===== src/dcam_pkg.sv =====
// Function
// - each channel carries 64 data lines; one or two channels may be populated.
// - asymmetric mode places channel 1 addresses after all of channel 0.
// - interleaved mode swaps channel at every 64-byte cache line boundary.
// - all channels run at one speed, that of the slowest DIMM; the reduced variant caps 667 at 533.
// - 400, 533 and 667 grades supported; 667 with 4-4-4 timing refused.
// - 256 Mb, 512 Mb and 1 Gb devices, x8 or x16, are supported.
// - four banks up to 512 Mb devices, eight banks for 1 Gb devices.
// - every access uses a burst length of eight in all modes.
// - in dual-channel mode no more than 32 pages are open at once.
// - partial writes use data mask lines, never read-modify-write.
// - only unbuffered non-ECC DIMMs; registered or ECC modules are refused.
// - suspend-to-RAM keeps contents by dropping DIMM clock enable.
// - total memory at most 4 GB full variant, 2 GB reduced variant.
// - a rank is eight x8 or four x16 devices across 64 bits.
package dcam_pkg;
	localparam int ADDR_W = 32;
	localparam int DATA_W = 64;
	localparam int DM_W = 8;
	localparam int SIZE_W = 7;
	localparam int SIZE_LSB = 26;
	localparam int LINE_SEL_BIT = 6;
	localparam int COL_LSB = 3;
	localparam int COL_W = 10;
	localparam int BANK_LSB = 13;
	localparam int ROW_W = 14;
	localparam int RANK_LSB_BASE = 27;
	localparam int PAGES_PER_CH = 16;
	localparam int PAGE_IDX_W = 4;
	localparam int PAGE_TAG_W = 15;
	localparam int SLOTS = 4;
	localparam logic [5:0] MAX_OPEN_PAGES = 6'h20;
	localparam logic [3:0] BURST_LEN = 4'h8;
	localparam logic [SIZE_W-1:0] LIMIT_FULL = 7'h40;
	localparam logic [SIZE_W-1:0] LIMIT_REDUCED = 7'h20;
	localparam logic [1:0] SPD_NONE = 2'h0;
	localparam logic [1:0] SPD_400 = 2'h1;
	localparam logic [1:0] SPD_533 = 2'h2;
	localparam logic [1:0] SPD_667 = 2'h3;
	localparam logic [1:0] DENS_256M = 2'h0;
	localparam logic [1:0] DENS_512M = 2'h1;
	localparam logic [1:0] DENS_1G = 2'h2;
	typedef enum logic [1:0] {MODE_SINGLE, MODE_ASYM, MODE_INTERLEAVE} dcam_mode_e;
endpackage : dcam_pkg


===== src/dcam_map.sv =====
`timescale 1ns/1ps
`default_nettype none
module dcam_map (
	input  wire logic                               clk,              // 250 MHz clock
	input  wire logic                               srst,             // sync reset
	input  wire logic                               req_valid,        // host request
	output logic                                    req_ready,        // request taken
	input  wire logic [dcam_pkg::ADDR_W-1:0]        req_addr,         // byte address
	input  wire logic                               req_write,        // write request
	input  wire logic [dcam_pkg::DM_W-1:0]          req_be,           // byte enables
	input  wire logic [dcam_pkg::DATA_W-1:0]        req_wdata,        // write data
	output logic                                    resp_err,         // request out of range
	output logic                                    rd_valid,         // read data valid
	output logic [dcam_pkg::DATA_W-1:0]             rd_data,          // read data
	input  wire dcam_pkg::dcam_mode_e               cfg_mode,         // channel mode
	input  wire logic                               cfg_single_ch,    // channel in single mode
	input  wire logic [dcam_pkg::SIZE_W-1:0]        cfg_ch0_size,     // channel 0, 64 MB units
	input  wire logic [dcam_pkg::SIZE_W-1:0]        cfg_ch1_size,     // channel 1, 64 MB units
	input  wire logic [1:0]                         cfg_density,      // device density
	input  wire logic                               cfg_x16,          // x16 devices
	input  wire logic                               cfg_full_variant, // 4 GB / 667 capable
	input  wire logic [2*dcam_pkg::SLOTS-1:0]       dimm_speed,       // per slot speed grade
	input  wire logic [dcam_pkg::SLOTS-1:0]         dimm_cl444,       // per slot 4-4-4 timing
	input  wire logic [dcam_pkg::SLOTS-1:0]         dimm_registered,  // per slot registered
	input  wire logic [dcam_pkg::SLOTS-1:0]         dimm_ecc,         // per slot ecc
	input  wire logic                               suspend_req,      // enter suspend-to-RAM
	output logic                                    ch0_cmd_valid,    // command to channel 0
	output logic                                    ch1_cmd_valid,    // command to channel 1
	output logic                                    cmd_write,        // command is write
	output logic                                    cmd_page_hit,     // row already open
	output logic [1:0]                              cmd_rank,         // rank
	output logic [2:0]                              cmd_bank,         // bank
	output logic [dcam_pkg::ROW_W-1:0]              cmd_row,          // row
	output logic [dcam_pkg::COL_W-1:0]              cmd_col,          // column
	output logic [3:0]                              cmd_burst_len,    // burst length
	output logic [dcam_pkg::DATA_W-1:0]             ch0_wdata,        // channel 0 data lines
	output logic [dcam_pkg::DATA_W-1:0]             ch1_wdata,        // channel 1 data lines
	output logic [dcam_pkg::DM_W-1:0]               ch0_dm,           // channel 0 data mask
	output logic [dcam_pkg::DM_W-1:0]               ch1_dm,           // channel 1 data mask
	input  wire logic                               ch0_rd_valid,     // channel 0 read return
	input  wire logic [dcam_pkg::DATA_W-1:0]        ch0_rd_data,      // channel 0 read data
	input  wire logic                               ch1_rd_valid,     // channel 1 read return
	input  wire logic [dcam_pkg::DATA_W-1:0]        ch1_rd_data,      // channel 1 read data
	output logic                                    ch0_cke,          // channel 0 clock enable
	output logic                                    ch1_cke,          // channel 1 clock enable
	output logic [1:0]                              mem_speed,        // common speed grade
	output logic                                    cfg_error,        // configuration refused
	output logic                                    suspended,        // in suspend-to-RAM
	output logic [5:0]                              open_pages        // open pages, both channels
);
	import dcam_pkg::*;

	typedef struct packed {
		logic [1:0]        ch_valid;
		logic              write;
		logic              hit;
		logic [1:0]        rank;
		logic [2:0]        bank;
		logic [ROW_W-1:0]  row;
		logic [COL_W-1:0]  col;
		logic [DATA_W-1:0] wdata;
		logic [DM_W-1:0]   dm;
		logic [1:0]        cke;
		logic              ready;
		logic              suspended;
		logic              err;
		logic              cfg_error;
		logic [1:0]        speed;
		logic              rd_valid;
		logic [DATA_W-1:0] rd_data;
		logic [5:0]        open_pages;
	} dcam_state_s;

	dcam_state_s s;
	dcam_state_s next_s;

	logic [1:0]        min_spd;
	logic              any_444;
	logic              bad_module;
	logic [1:0]        populated;
	logic [SIZE_W:0]   total;
	logic [SIZE_W-1:0] limit;
	logic              cfg_ok;
	logic              accept;
	logic              chan;
	logic [ADDR_W:0]   boundary;
	logic [ADDR_W:0]   a33;
	logic [ADDR_W-1:0] local_addr;
	logic [ADDR_W:0]   chan_top;
	logic              addr_ok;
	logic              eight_bank;
	logic [5:0]        rank_shift;
	logic [5:0]        row_lsb;
	logic [ADDR_W-1:0] row_mask;
	logic [1:0]        map_rank;
	logic [2:0]        map_bank;
	logic [ROW_W-1:0]  map_row;
	logic [1:0]        pt_hit;
	logic [1:0][4:0]   pt_count;
	logic              go_susp;

	always_comb
	begin
		min_spd = SPD_NONE;
		any_444 = 1'b0;
		bad_module = 1'b0;
		// slowest installed module sets the pace of both channels
		for (int i = 0; i < SLOTS; i++)
		begin
			if (dimm_speed[2*i +: 2] != SPD_NONE)
			begin
				if (min_spd == SPD_NONE || dimm_speed[2*i +: 2] < min_spd)
					min_spd = dimm_speed[2*i +: 2];
				any_444 = any_444 | dimm_cl444[i];
				bad_module = bad_module | dimm_registered[i] | dimm_ecc[i];
			end
		end
		if (!cfg_full_variant && min_spd == SPD_667)
			min_spd = SPD_533;
	end

	always_comb
	begin
		populated = {cfg_ch1_size != '0, cfg_ch0_size != '0};
		total = {1'b0, cfg_ch0_size} + {1'b0, cfg_ch1_size};
		limit = cfg_full_variant ? LIMIT_FULL : LIMIT_REDUCED;
		cfg_ok = !bad_module
			&& !(min_spd == SPD_667 && any_444)
			&& cfg_density != 2'h3
			&& total <= {1'b0, limit}
			&& min_spd != SPD_NONE;
		unique case (cfg_mode)
			MODE_SINGLE: cfg_ok = cfg_ok && populated[cfg_single_ch];
			MODE_ASYM: cfg_ok = cfg_ok && populated[0];
			MODE_INTERLEAVE: cfg_ok = cfg_ok && (populated == 2'h3)
				&& (cfg_ch0_size == cfg_ch1_size);
			default: cfg_ok = 1'b0;
		endcase
	end

	assign accept = req_valid && s.ready;

	always_comb
	begin
		boundary = {cfg_ch0_size, {SIZE_LSB{1'b0}}};
		a33 = {1'b0, req_addr};
		chan = 1'b0;
		local_addr = req_addr;
		unique case (cfg_mode)
			MODE_SINGLE: chan = cfg_single_ch;
			MODE_ASYM:
			begin
				// channel 1 starts where channel 0 ends
				if (a33 >= boundary)
				begin
					chan = 1'b1;
					local_addr = ADDR_W'(a33 - boundary);
				end
			end
			MODE_INTERLEAVE:
			begin
				chan = req_addr[LINE_SEL_BIT];
				local_addr = {1'b0, req_addr[ADDR_W-1:LINE_SEL_BIT+1],
					req_addr[LINE_SEL_BIT-1:0]};
			end
			default: chan = 1'b0;
		endcase
		chan_top = chan ? {cfg_ch1_size, {SIZE_LSB{1'b0}}} : boundary;
		addr_ok = ({1'b0, local_addr} < chan_top)
			&& (a33 < {limit, {SIZE_LSB{1'b0}}});
	end

	// rank spans eight x8 or four x16 devices, so x8 ranks are twice as big
	always_comb
	begin
		eight_bank = (cfg_density == DENS_1G);
		rank_shift = 6'(RANK_LSB_BASE) + {4'h0, cfg_density} + {5'h0, !cfg_x16};
		row_lsb = eight_bank ? 6'(BANK_LSB + 3) : 6'(BANK_LSB + 2);
		row_mask = (32'h1 << (rank_shift - row_lsb)) - 32'h1;
		map_rank = 2'(local_addr >> rank_shift);
		map_bank = eight_bank ? local_addr[BANK_LSB +: 3] : {1'b0, local_addr[BANK_LSB +: 2]};
		map_row = ROW_W'((local_addr >> row_lsb) & row_mask);
	end

	assign go_susp = suspend_req && !accept && (s.ch_valid == 2'h0);

	always_comb
	begin
		next_s = s;
		next_s.ch_valid = 2'h0;
		next_s.err = 1'b0;
		if (accept)
		begin
			if (addr_ok)
			begin
				next_s.ch_valid[chan] = 1'b1;
				next_s.write = req_write;
				next_s.hit = pt_hit[chan];
				next_s.rank = map_rank;
				next_s.bank = map_bank;
				next_s.row = map_row;
				next_s.col = local_addr[COL_LSB +: COL_W];
				next_s.wdata = req_wdata;
				// masked lanes keep their old bytes without a read
				next_s.dm = req_write ? ~req_be : '0;
			end
			else
				next_s.err = 1'b1;
		end
		if (go_susp)
			next_s.suspended = 1'b1;
		else if (!suspend_req)
			next_s.suspended = 1'b0;
		next_s.ready = cfg_ok && !suspend_req && !next_s.suspended;
		for (int i = 0; i < 2; i++)
			next_s.cke[i] = populated[i] && !next_s.suspended
				&& (cfg_mode != MODE_SINGLE || cfg_single_ch == 1'(i));
		next_s.cfg_error = !cfg_ok;
		next_s.speed = min_spd;
		next_s.rd_valid = ch0_rd_valid | ch1_rd_valid;
		next_s.rd_data = ch0_rd_valid ? ch0_rd_data : ch1_rd_data;
		next_s.open_pages = {1'b0, pt_count[0]} + {1'b0, pt_count[1]};
	end

	always_ff @(posedge clk)
	begin
		if (srst)
			s <= '0;
		else
			s <= next_s;
	end

	for (genvar g = 0; g < 2; g++)
	begin : g_pt
		dcam_page_track u_pt (
			.clk        (clk),
			.srst       (srst),
			.commit     (accept && addr_ok && chan == 1'(g)),
			.idx        ({map_rank[0], map_bank}),
			.tag        ({map_rank[1], map_row}),
			.close_all  (s.suspended),
			.hit        (pt_hit[g]),
			.open_count (pt_count[g])
		);
	end

	assign req_ready = s.ready;
	assign resp_err = s.err;
	assign rd_valid = s.rd_valid;
	assign rd_data = s.rd_data;
	assign ch0_cmd_valid = s.ch_valid[0];
	assign ch1_cmd_valid = s.ch_valid[1];
	assign cmd_write = s.write;
	assign cmd_page_hit = s.hit;
	assign cmd_rank = s.rank;
	assign cmd_bank = s.bank;
	assign cmd_row = s.row;
	assign cmd_col = s.col;
	assign cmd_burst_len = BURST_LEN;
	assign ch0_wdata = s.wdata;
	assign ch1_wdata = s.wdata;
	assign ch0_dm = s.dm;
	assign ch1_dm = s.dm;
	assign ch0_cke = s.cke[0];
	assign ch1_cke = s.cke[1];
	assign mem_speed = s.speed;
	assign cfg_error = s.cfg_error;
	assign suspended = s.suspended;
	assign open_pages = s.open_pages;
endmodule : dcam_map
`default_nettype wire


===== src/dcam_page_track.sv =====
`timescale 1ns/1ps
`default_nettype none
module dcam_page_track (
	input  wire logic                              clk,       // clock
	input  wire logic                              srst,      // sync reset
	input  wire logic                              commit,    // access issued here
	input  wire logic [dcam_pkg::PAGE_IDX_W-1:0]   idx,       // rank lsb and bank
	input  wire logic [dcam_pkg::PAGE_TAG_W-1:0]   tag,       // rank msb and row
	input  wire logic                              close_all, // precharge all
	output logic                                   hit,       // page already open
	output logic [4:0]                             open_count // pages open
);
	import dcam_pkg::*;

	typedef struct packed {
		logic [PAGES_PER_CH-1:0]                 vld;
		logic [PAGES_PER_CH-1:0][PAGE_TAG_W-1:0] tags;
		logic [4:0]                              count;
	} dcam_pt_s;

	dcam_pt_s s;
	dcam_pt_s next_s;

	assign hit = s.vld[idx] && (s.tags[idx] == tag);
	assign open_count = s.count;

	// one slot per bank index bounds this channel to 16 open pages
	always_comb
	begin
		next_s = s;
		if (close_all)
			next_s.vld = '0;
		else if (commit)
		begin
			next_s.vld[idx] = 1'b1;
			next_s.tags[idx] = tag;
		end
		next_s.count = '0;
		for (int i = 0; i < PAGES_PER_CH; i++)
			next_s.count = next_s.count + 5'(next_s.vld[i]);
	end

	always_ff @(posedge clk)
	begin
		if (srst)
			s <= '0;
		else
			s <= next_s;
	end
endmodule : dcam_page_track
`default_nettype wire


===== config.mk =====
export PLATFORM = sky130hd
export DESIGN_NAME = dcam_map
export DESIGN_NICKNAME = d
export VERILOG_FILES = /design/src/dcam_pkg.sv /design/src/dcam_map.sv /design/src/dcam_page_track.sv
export SDC_FILE = /design/constraint.sdc
export NUM_CORES = 2
export LEC_CHECK = 0
export BUFFER_PORTS_ARGS = -buffer_cell sky130_fd_sc_hd__buf_4
export CORE_MARGIN = 2
export CORE_UTILIZATION = 40
export DETAILED_ROUTE_END_ITERATION = 10
export GPL_ROUTABILITY_DRIVEN = 0
export GPL_TIMING_DRIVEN = 0
export PLACE_DENSITY = 0.74
export SETUP_SLACK_MARGIN = 0.5
export SLEW_MARGIN = 20
export SYNTH_ARGS = -nofsm -noshare
export SYNTH_HDL_FRONTEND = slang
export SYNTH_HIERARCHICAL = 1
export SYNTH_SLANG_ARGS = --single-unit

===== constraint.sdc =====
create_clock -name clk -period 8.4 [get_ports clk]
set_input_delay 0.84 -clock clk [delete_from_list [all_inputs] [get_ports clk]]
set_output_delay 0.84 -clock clk [all_outputs]
set_load 0.005 [all_outputs]

---- Word level (Yosys, flattened, before mapping) ----
Cells that the tools add are included.
word-level totals
  logic and storage cells ................. 248
  register bits ........................... 706
  bits of input ports ..................... 280
operators by class
  muxes and demuxes ....................... 54
  eq/ne operators ......................... 10
  $lt $le $gt $ge ......................... 12
  bitwise logic cells ..................... 20
  shifts and indexed selects .............. 3
  reductions and logical operators ........ 58
  add/subtract/negate cells ............... 37
operators by type and width
  cell                  number
  $mux 256              2
  $bwmux 240            2
  $add 5x1->5           28
  $bmux 15 s4           2
  $lt 32x33->1          2
  $mux 64               1
  $pmux 32 s2           1
  $demux 15 s4          1
  $mux 15               3
  $ge 32x33->1          1
  $mux 33               1
  $mux 16               2
  $mux 32               1
  $or 16x16->16         2
  $shr 32x5->14         1
  $shr 32x6->2          1
  $sub 32x32->32        1
  $eq 15x15->1          2
  $logic_and 1x1->1     27
  $mux 1                20
  $mux 2                8
  $and 14x14->14        1
  $reduce_bool 7->1     2
  $shl 1x6->14 const A  1
  35 further kinds      81

---- Longest topological paths before layout ----
  word-level depth ........................ 29
  depth in mapped cells ................... 38
  depth with buffers taken out ............ 36

---- Cells and area by module ----
The synthesis kept the hierarchy.
modules (own cells, without submodules)
  module                           instances  area an instance (µm²)  cells an instance  sequential area each (µm²)
  dcam_page_track at g_pt[0].u_pt  1          12100.4                 1393               5225.0
  dcam_page_track at g_pt[1].u_pt  1          11897.7                 1421               5225.0
  dcam_map                         1          9527.9                  1070               3683.5

---- Worst setup path before layout ----
No wires, ideal clock.
  kind .................................... input-to-reg
  start point ............................. input cfg_ch0_size[2] (netlist name)
  end point ............................... register g_pt[1].u_pt.s, in the netlist g_pt[1].u_pt/open_count[4]
  setup time .............................. 0.131 ns
  path buffers ............................ 2
  required time ........................... 8.269 ns
  stages on the path ...................... 34
  slack ................................... -0.021 ns
  arrival time ............................ 8.290 ns
  path through ............................ inv_1 > ha_1 > nor4b_2 > nand2_1 > nor4_4 > o21ai_1 > a21oi_1 > clkbuf_1 > nor2_1 > a21oi_1 > ha_1 > a21o_1 > a21o_1 > a21o_1 > a21o_1 > nor3_1 > a41oi_1 > nand2_2 > buf_4 > and2_1 > nor2b_1 > nand2_1 > or2_2 > nor3_1 > a21oi_1 > fa_1 > inv_1 > fa_1 > fa_1 > fa_1 > ha_1 > fa_1 > a21oi_1 > nor3b_1
between the ends
  longest elaborated chain between the ends .. 26
  elaborated cells between the ends (all ways) .. 36
  classes of those cells .................. add/sub: 16; order compare: 4; shift: 1; mux: 10; bitwise: 1; reduce/logical: 4
RTL lines
  what                                                                   RTL line                          source
  from (decl)                                                            dcam_map.sv:17                    input wire logic [dcam_pkg::SIZE_W-1:0] cfg_ch0_size,
  $sub 32x32->32 / $ge 32x33->1 (equally long branches)                  dcam_map.sv:157, dcam_map.sv:154
  $mux 32                                                                dcam_map.sv:154                   if (a33 >= boundary)
  $pmux 32 s2                                                            dcam_map.sv:149                   unique case (cfg_mode)
  $shr 32x6->2 / $mux 3 (equally long branches)                          dcam_map.sv:180, dcam_map.sv:181
  $lt 4x5->1 (not written as such) / $ge 4x1->1 (equally long branches)  dcam_page_track.sv:35             next_s.vld[idx] = 1'b1;
  $logic_and 1x1->1 (not written as such)                                dcam_page_track.sv:35
  $mux 1 (not written as such)                                           dcam_page_track.sv:35
  $demux 1 s4                                                            n/a
  $or 16x16->16 (no line)                                                n/a
  $mux 256 (*)                                                           dcam_page_track.sv:33             else if (commit)
  $mux 16 (*)                                                            dcam_page_track.sv:31             if (close_all)
  $add 1x1->2                                                            dcam_page_track.sv:40             next_s.count = next_s.count + 5'(next_s.vld[i]);
  $add 5x1->5 (13 in series)                                             dcam_page_track.sv:40
  $add 5x1->5 (*)                                                        dcam_page_track.sv:40
  to (signal assigned)                                                   dcam_page_track.sv:48             s <= next_s;
  to (decl)                                                              dcam_page_track.sv:21             dcam_pt_s s;
Every way passes the cells marked *; elsewhere a longest branch is shown, timed or not.
A chain may end at the register's enable or synchronous reset.

==> results.sh <==
export IMPL_status="complete, but fails checks"
export IMPL_violations="design-rule violations"
export IMPL_max_slew_margin_rel_pct=9.25
export IMPL_max_clock_path_buffers=3
export IMPL_clock_tree_from_tritoncts="yes"
export IMPL_cts_hold_fix_buffers=0
export IMPL_postSynth_asyncResetShare_pct=0
export IMPL_power_per_cell_area_nw_per_um2=194
export IMPL_dp_hpwl_mm=113
export IMPL_timing_hold_worst_start="ch1_rd_valid"
export IMPL_sinks_on_the_clock_net=706
export IMPL_total_grt_usage_pct=33.1
export IMPL_critPathMaxFanout=10
export IMPL_layout_drive_gt1_share_pct=23.1
export IMPL_required_ps=8910
export IMPL_worst_slew_pin_transition_ps=1360
export IMPL_post_route_min_period_ps=7800
export IMPL_antenna_left=0
export IMPL_area_growth_synth_to_final_pct=25.8
export IMPL_initial_utilization_pct=40.3
export IMPL_finalClockSkew_ps=38.5
export IMPL_num_vias=33600
export IMPL_chipHeight_um=294
export IMPL_fin_hold_viols=0
export IMPL_postSynth_topFlopCell="sky130_fd_sc_hd__dfxtp_1"
export IMPL_postRouteWirelength_mm=149
export IMPL_worst_ep_arrival_time_ps=8310
export IMPL_critical_path_slowest_cell="sky130_fd_sc_hd__fa_1"
export IMPL_dr_pass1_iters=11
export IMPL_wl_per_cell_um=26.2
export IMPL_yosysWarningCount=6
export IMPL_remaining_drc_errors=1
export IMPL_post_synth_num_cell_types=91
export IMPL_first_global_vias=31100
export IMPL_hold_slack_ps=404
export IMPL_ys_seq_area_share_pct=42.2
export IMPL_synth_top_cells_by_area="sky130_fd_sc_hd__dfxtp_1, sky130_fd_sc_hd__nand2_1, sky130_fd_sc_hd__a21oi_1"
export IMPL_critical_path_max_stage_delay_ps=590
export IMPL_avgSynthCellArea_um2=8.63
export IMPL_critical_path_startpoint="cfg_ch0_size[4]"
export IMPL_io_buffers=531
export IMPL_clock_latency_on_the_worst_skew_pair_ps=640
export IMPL_postSynthRegisterBits=706
export IMPL_nNetsFinal=4872
export IMPL_fin_max_slew_vios=0
export IMPL_number_of_flops_mapped_to_enable_cells_by_yosys=0
export IMPL_rsz0062_at_grt="false"
export IMPL_timing_setup_critical_path_class="input pin to register"
export IMPL_h_tree_depth=3
export IMPL_setup_violations=0
export IMPL_hold_path_class="input pin to register"
export IMPL_pin_count=540
export IMPL_post_synth_top_area_cell="sky130_fd_sc_hd__dfxtp_1"
export IMPL_crit_reg_reg_startpoint="req_ready"
export IMPL_worst_supply_voltage_drop_on_vdd_uv=141
export IMPL_maximum_number_of_pins_on_one_net_before_global_route_repair=16
export IMPL_tritoncts_num_buffers=76
export IMPL_total_leakage_power_nw=16.1
export IMPL_core_rowCount=106
export IMPL_dp_cells=5498
export IMPL_grt_overflow_total=0
export IMPL_max_cap_violations=0
export IMPL_setup_worst_path_end_class="register"
export IMPL_critPathLaunchType="input pin"
export IMPL_die_area_um2=86100
export IMPL_grt_pass1_wl_mm=209
export IMPL_fp_coreArea_um2=83300
export IMPL_finalCritPeriodShare_pct=92.9
export IMPL_dieWidth_um=294
export IMPL_power_total_mw=8.18
export IMPL_drt_vias_per_instance=5.91
export IMPL_synthesis_area_um2=33500
export IMPL_postSynthCellCount=3884
export IMPL_drt_first_iter_violations=4930
export IMPL_root_buffer="sky130_fd_sc_hd__clkbuf_16"
export IMPL_netlist_area_leader_share_pct=42.2
export IMPL_fin_cells=5680
export IMPL_clkSlewWorstSetupHoldPaths_ps=60
export IMPL_max_clock_freq_ghz=0.128
export IMPL_grt_antenna_before_repair=23
cell type report:
class	count	area, um^2
Timing Repair Buffer	560	4200
Fill cell	7690	41100
Multi-Input combinational cell	2707	17300
Inverter	79	297
Sequential cell	706	14100
Buffer	394	2160
Clock inverter	34	526
Tap cell	1080	1350
Clock buffer	103	2130
Antenna cell	17	42.5
synth_stat cells, types with 27 or more instances:
library cell	instances
sky130_fd_sc_hd__clkbuf_1	205
sky130_fd_sc_hd__nor3_1	27
sky130_fd_sc_hd__inv_1	76
sky130_fd_sc_hd__nor2_1	257
sky130_fd_sc_hd__a21o_1	27
sky130_fd_sc_hd__ha_1	45
sky130_fd_sc_hd__dfxtp_1	706
sky130_fd_sc_hd__buf_4	110
sky130_fd_sc_hd__mux2i_1	184
sky130_fd_sc_hd__nand2_1	942
sky130_fd_sc_hd__mux4_2	112
sky130_fd_sc_hd__nand3_1	153
sky130_fd_sc_hd__a21oi_1	564
sky130_fd_sc_hd__o21ai_0	37
sky130_fd_sc_hd__nor2b_1	43
sky130_fd_sc_hd__buf_2	48
critical path, delay by kind of cell:
family	cells	cell delay, ps
AOI/OAI and AO/OA	8	1390
adders and majority gates	8	3370
buffers and inverters	9	1060
and+or+nand+nor	9	1640
worst paths after layout:
path / cells after the start / slack, ps / end
hold / removal: 3 / 400 / rd_valid
setup / recovery: 34 / 600 / g_pt[0].u_pt/open_count[1]
hold reg to reg: 2 / 450 / register
setup reg to reg: 20 / 3030 / g_pt[0].u_pt/open_count[1]
report_power, final:
part | leakage (nW) | internal [mW] | total [mW] | switching (mW)
clock network | 1.29 | 2.09 | 3.57 | 1.48
registers | 5.70 | 3.37 | 3.39 | 0.0163
logic | 9.15 | 0.389 | 1.22 | 0.832
stage by stage:
stage / area (um^2) / setup TNS [ps] / worst slack (ps) / util (%)
final: 42200 / 0 / 597 / 50.7
after global routing: 42200 / 0 / 433 / 50.6
after CTS: 41900 / 0 / 552 / 50.3
after detailed placement: 39000 / -10590 / -1210 / 46.8
after global placement: 39000 / -10000 / -1160 / 46.8
after floorplan: 33600 / 0 / 501 / -
layout by cell type, fill, tap and decap left out, drive strengths merged, types with 28 or more instances in the layout:
cell | netlist | layout
a21oi | 564 | 564
buf | 187 | 747
clkbuf | 207 | 310
dfxtp | 706 | 706
ha | 45 | 45
inv | 78 | 83
mux2i | 184 | 184
mux4 | 128 | 128
nand2 | 944 | 944
nand3 | 153 | 153
nor2 | 257 | 257
nor2b | 43 | 43
nor3 | 28 | 28
o21ai | 39 | 39
timing repair:
item / in CTS / in global routing
setup endpoints to repair: 10 / 8
endpoints found under the hold margin: 0 / 0
buffers inserted: 14 / 14
pin swaps: 13 / 17
resized for setup: 36 / 26
kinds of logic (layout without fill, tap and decap cells):
group	count (synthesis)	count (layout)	synth area share [%]
adder cells (fa/ha/maj)	69	69	3.08
buffers and inverters	473	1170	7.17
flip-flops	706	706	42.2
other	2	21	0.0224
AO/OA/AOI/OAI	781	781	13.5
XOR/XNOR	40	40	1.04
multiplexers	315	315	14.4
AND/OR/NAND/NOR	1498	1498	18.6
metal layers:
layer / vias to the layer above / track usage (%) / share of wire [%]
li1: 14500 / - / -
met1: 15800 / 38.7 / 34
met2: 2546 / 49.1 / 42
met3: 694 / 12.3 / 14
met4: 14 / 25.7 / 9.5
met5: - / 0 / 0.066
No activity file was read; power rests on OpenSTA's default activity.
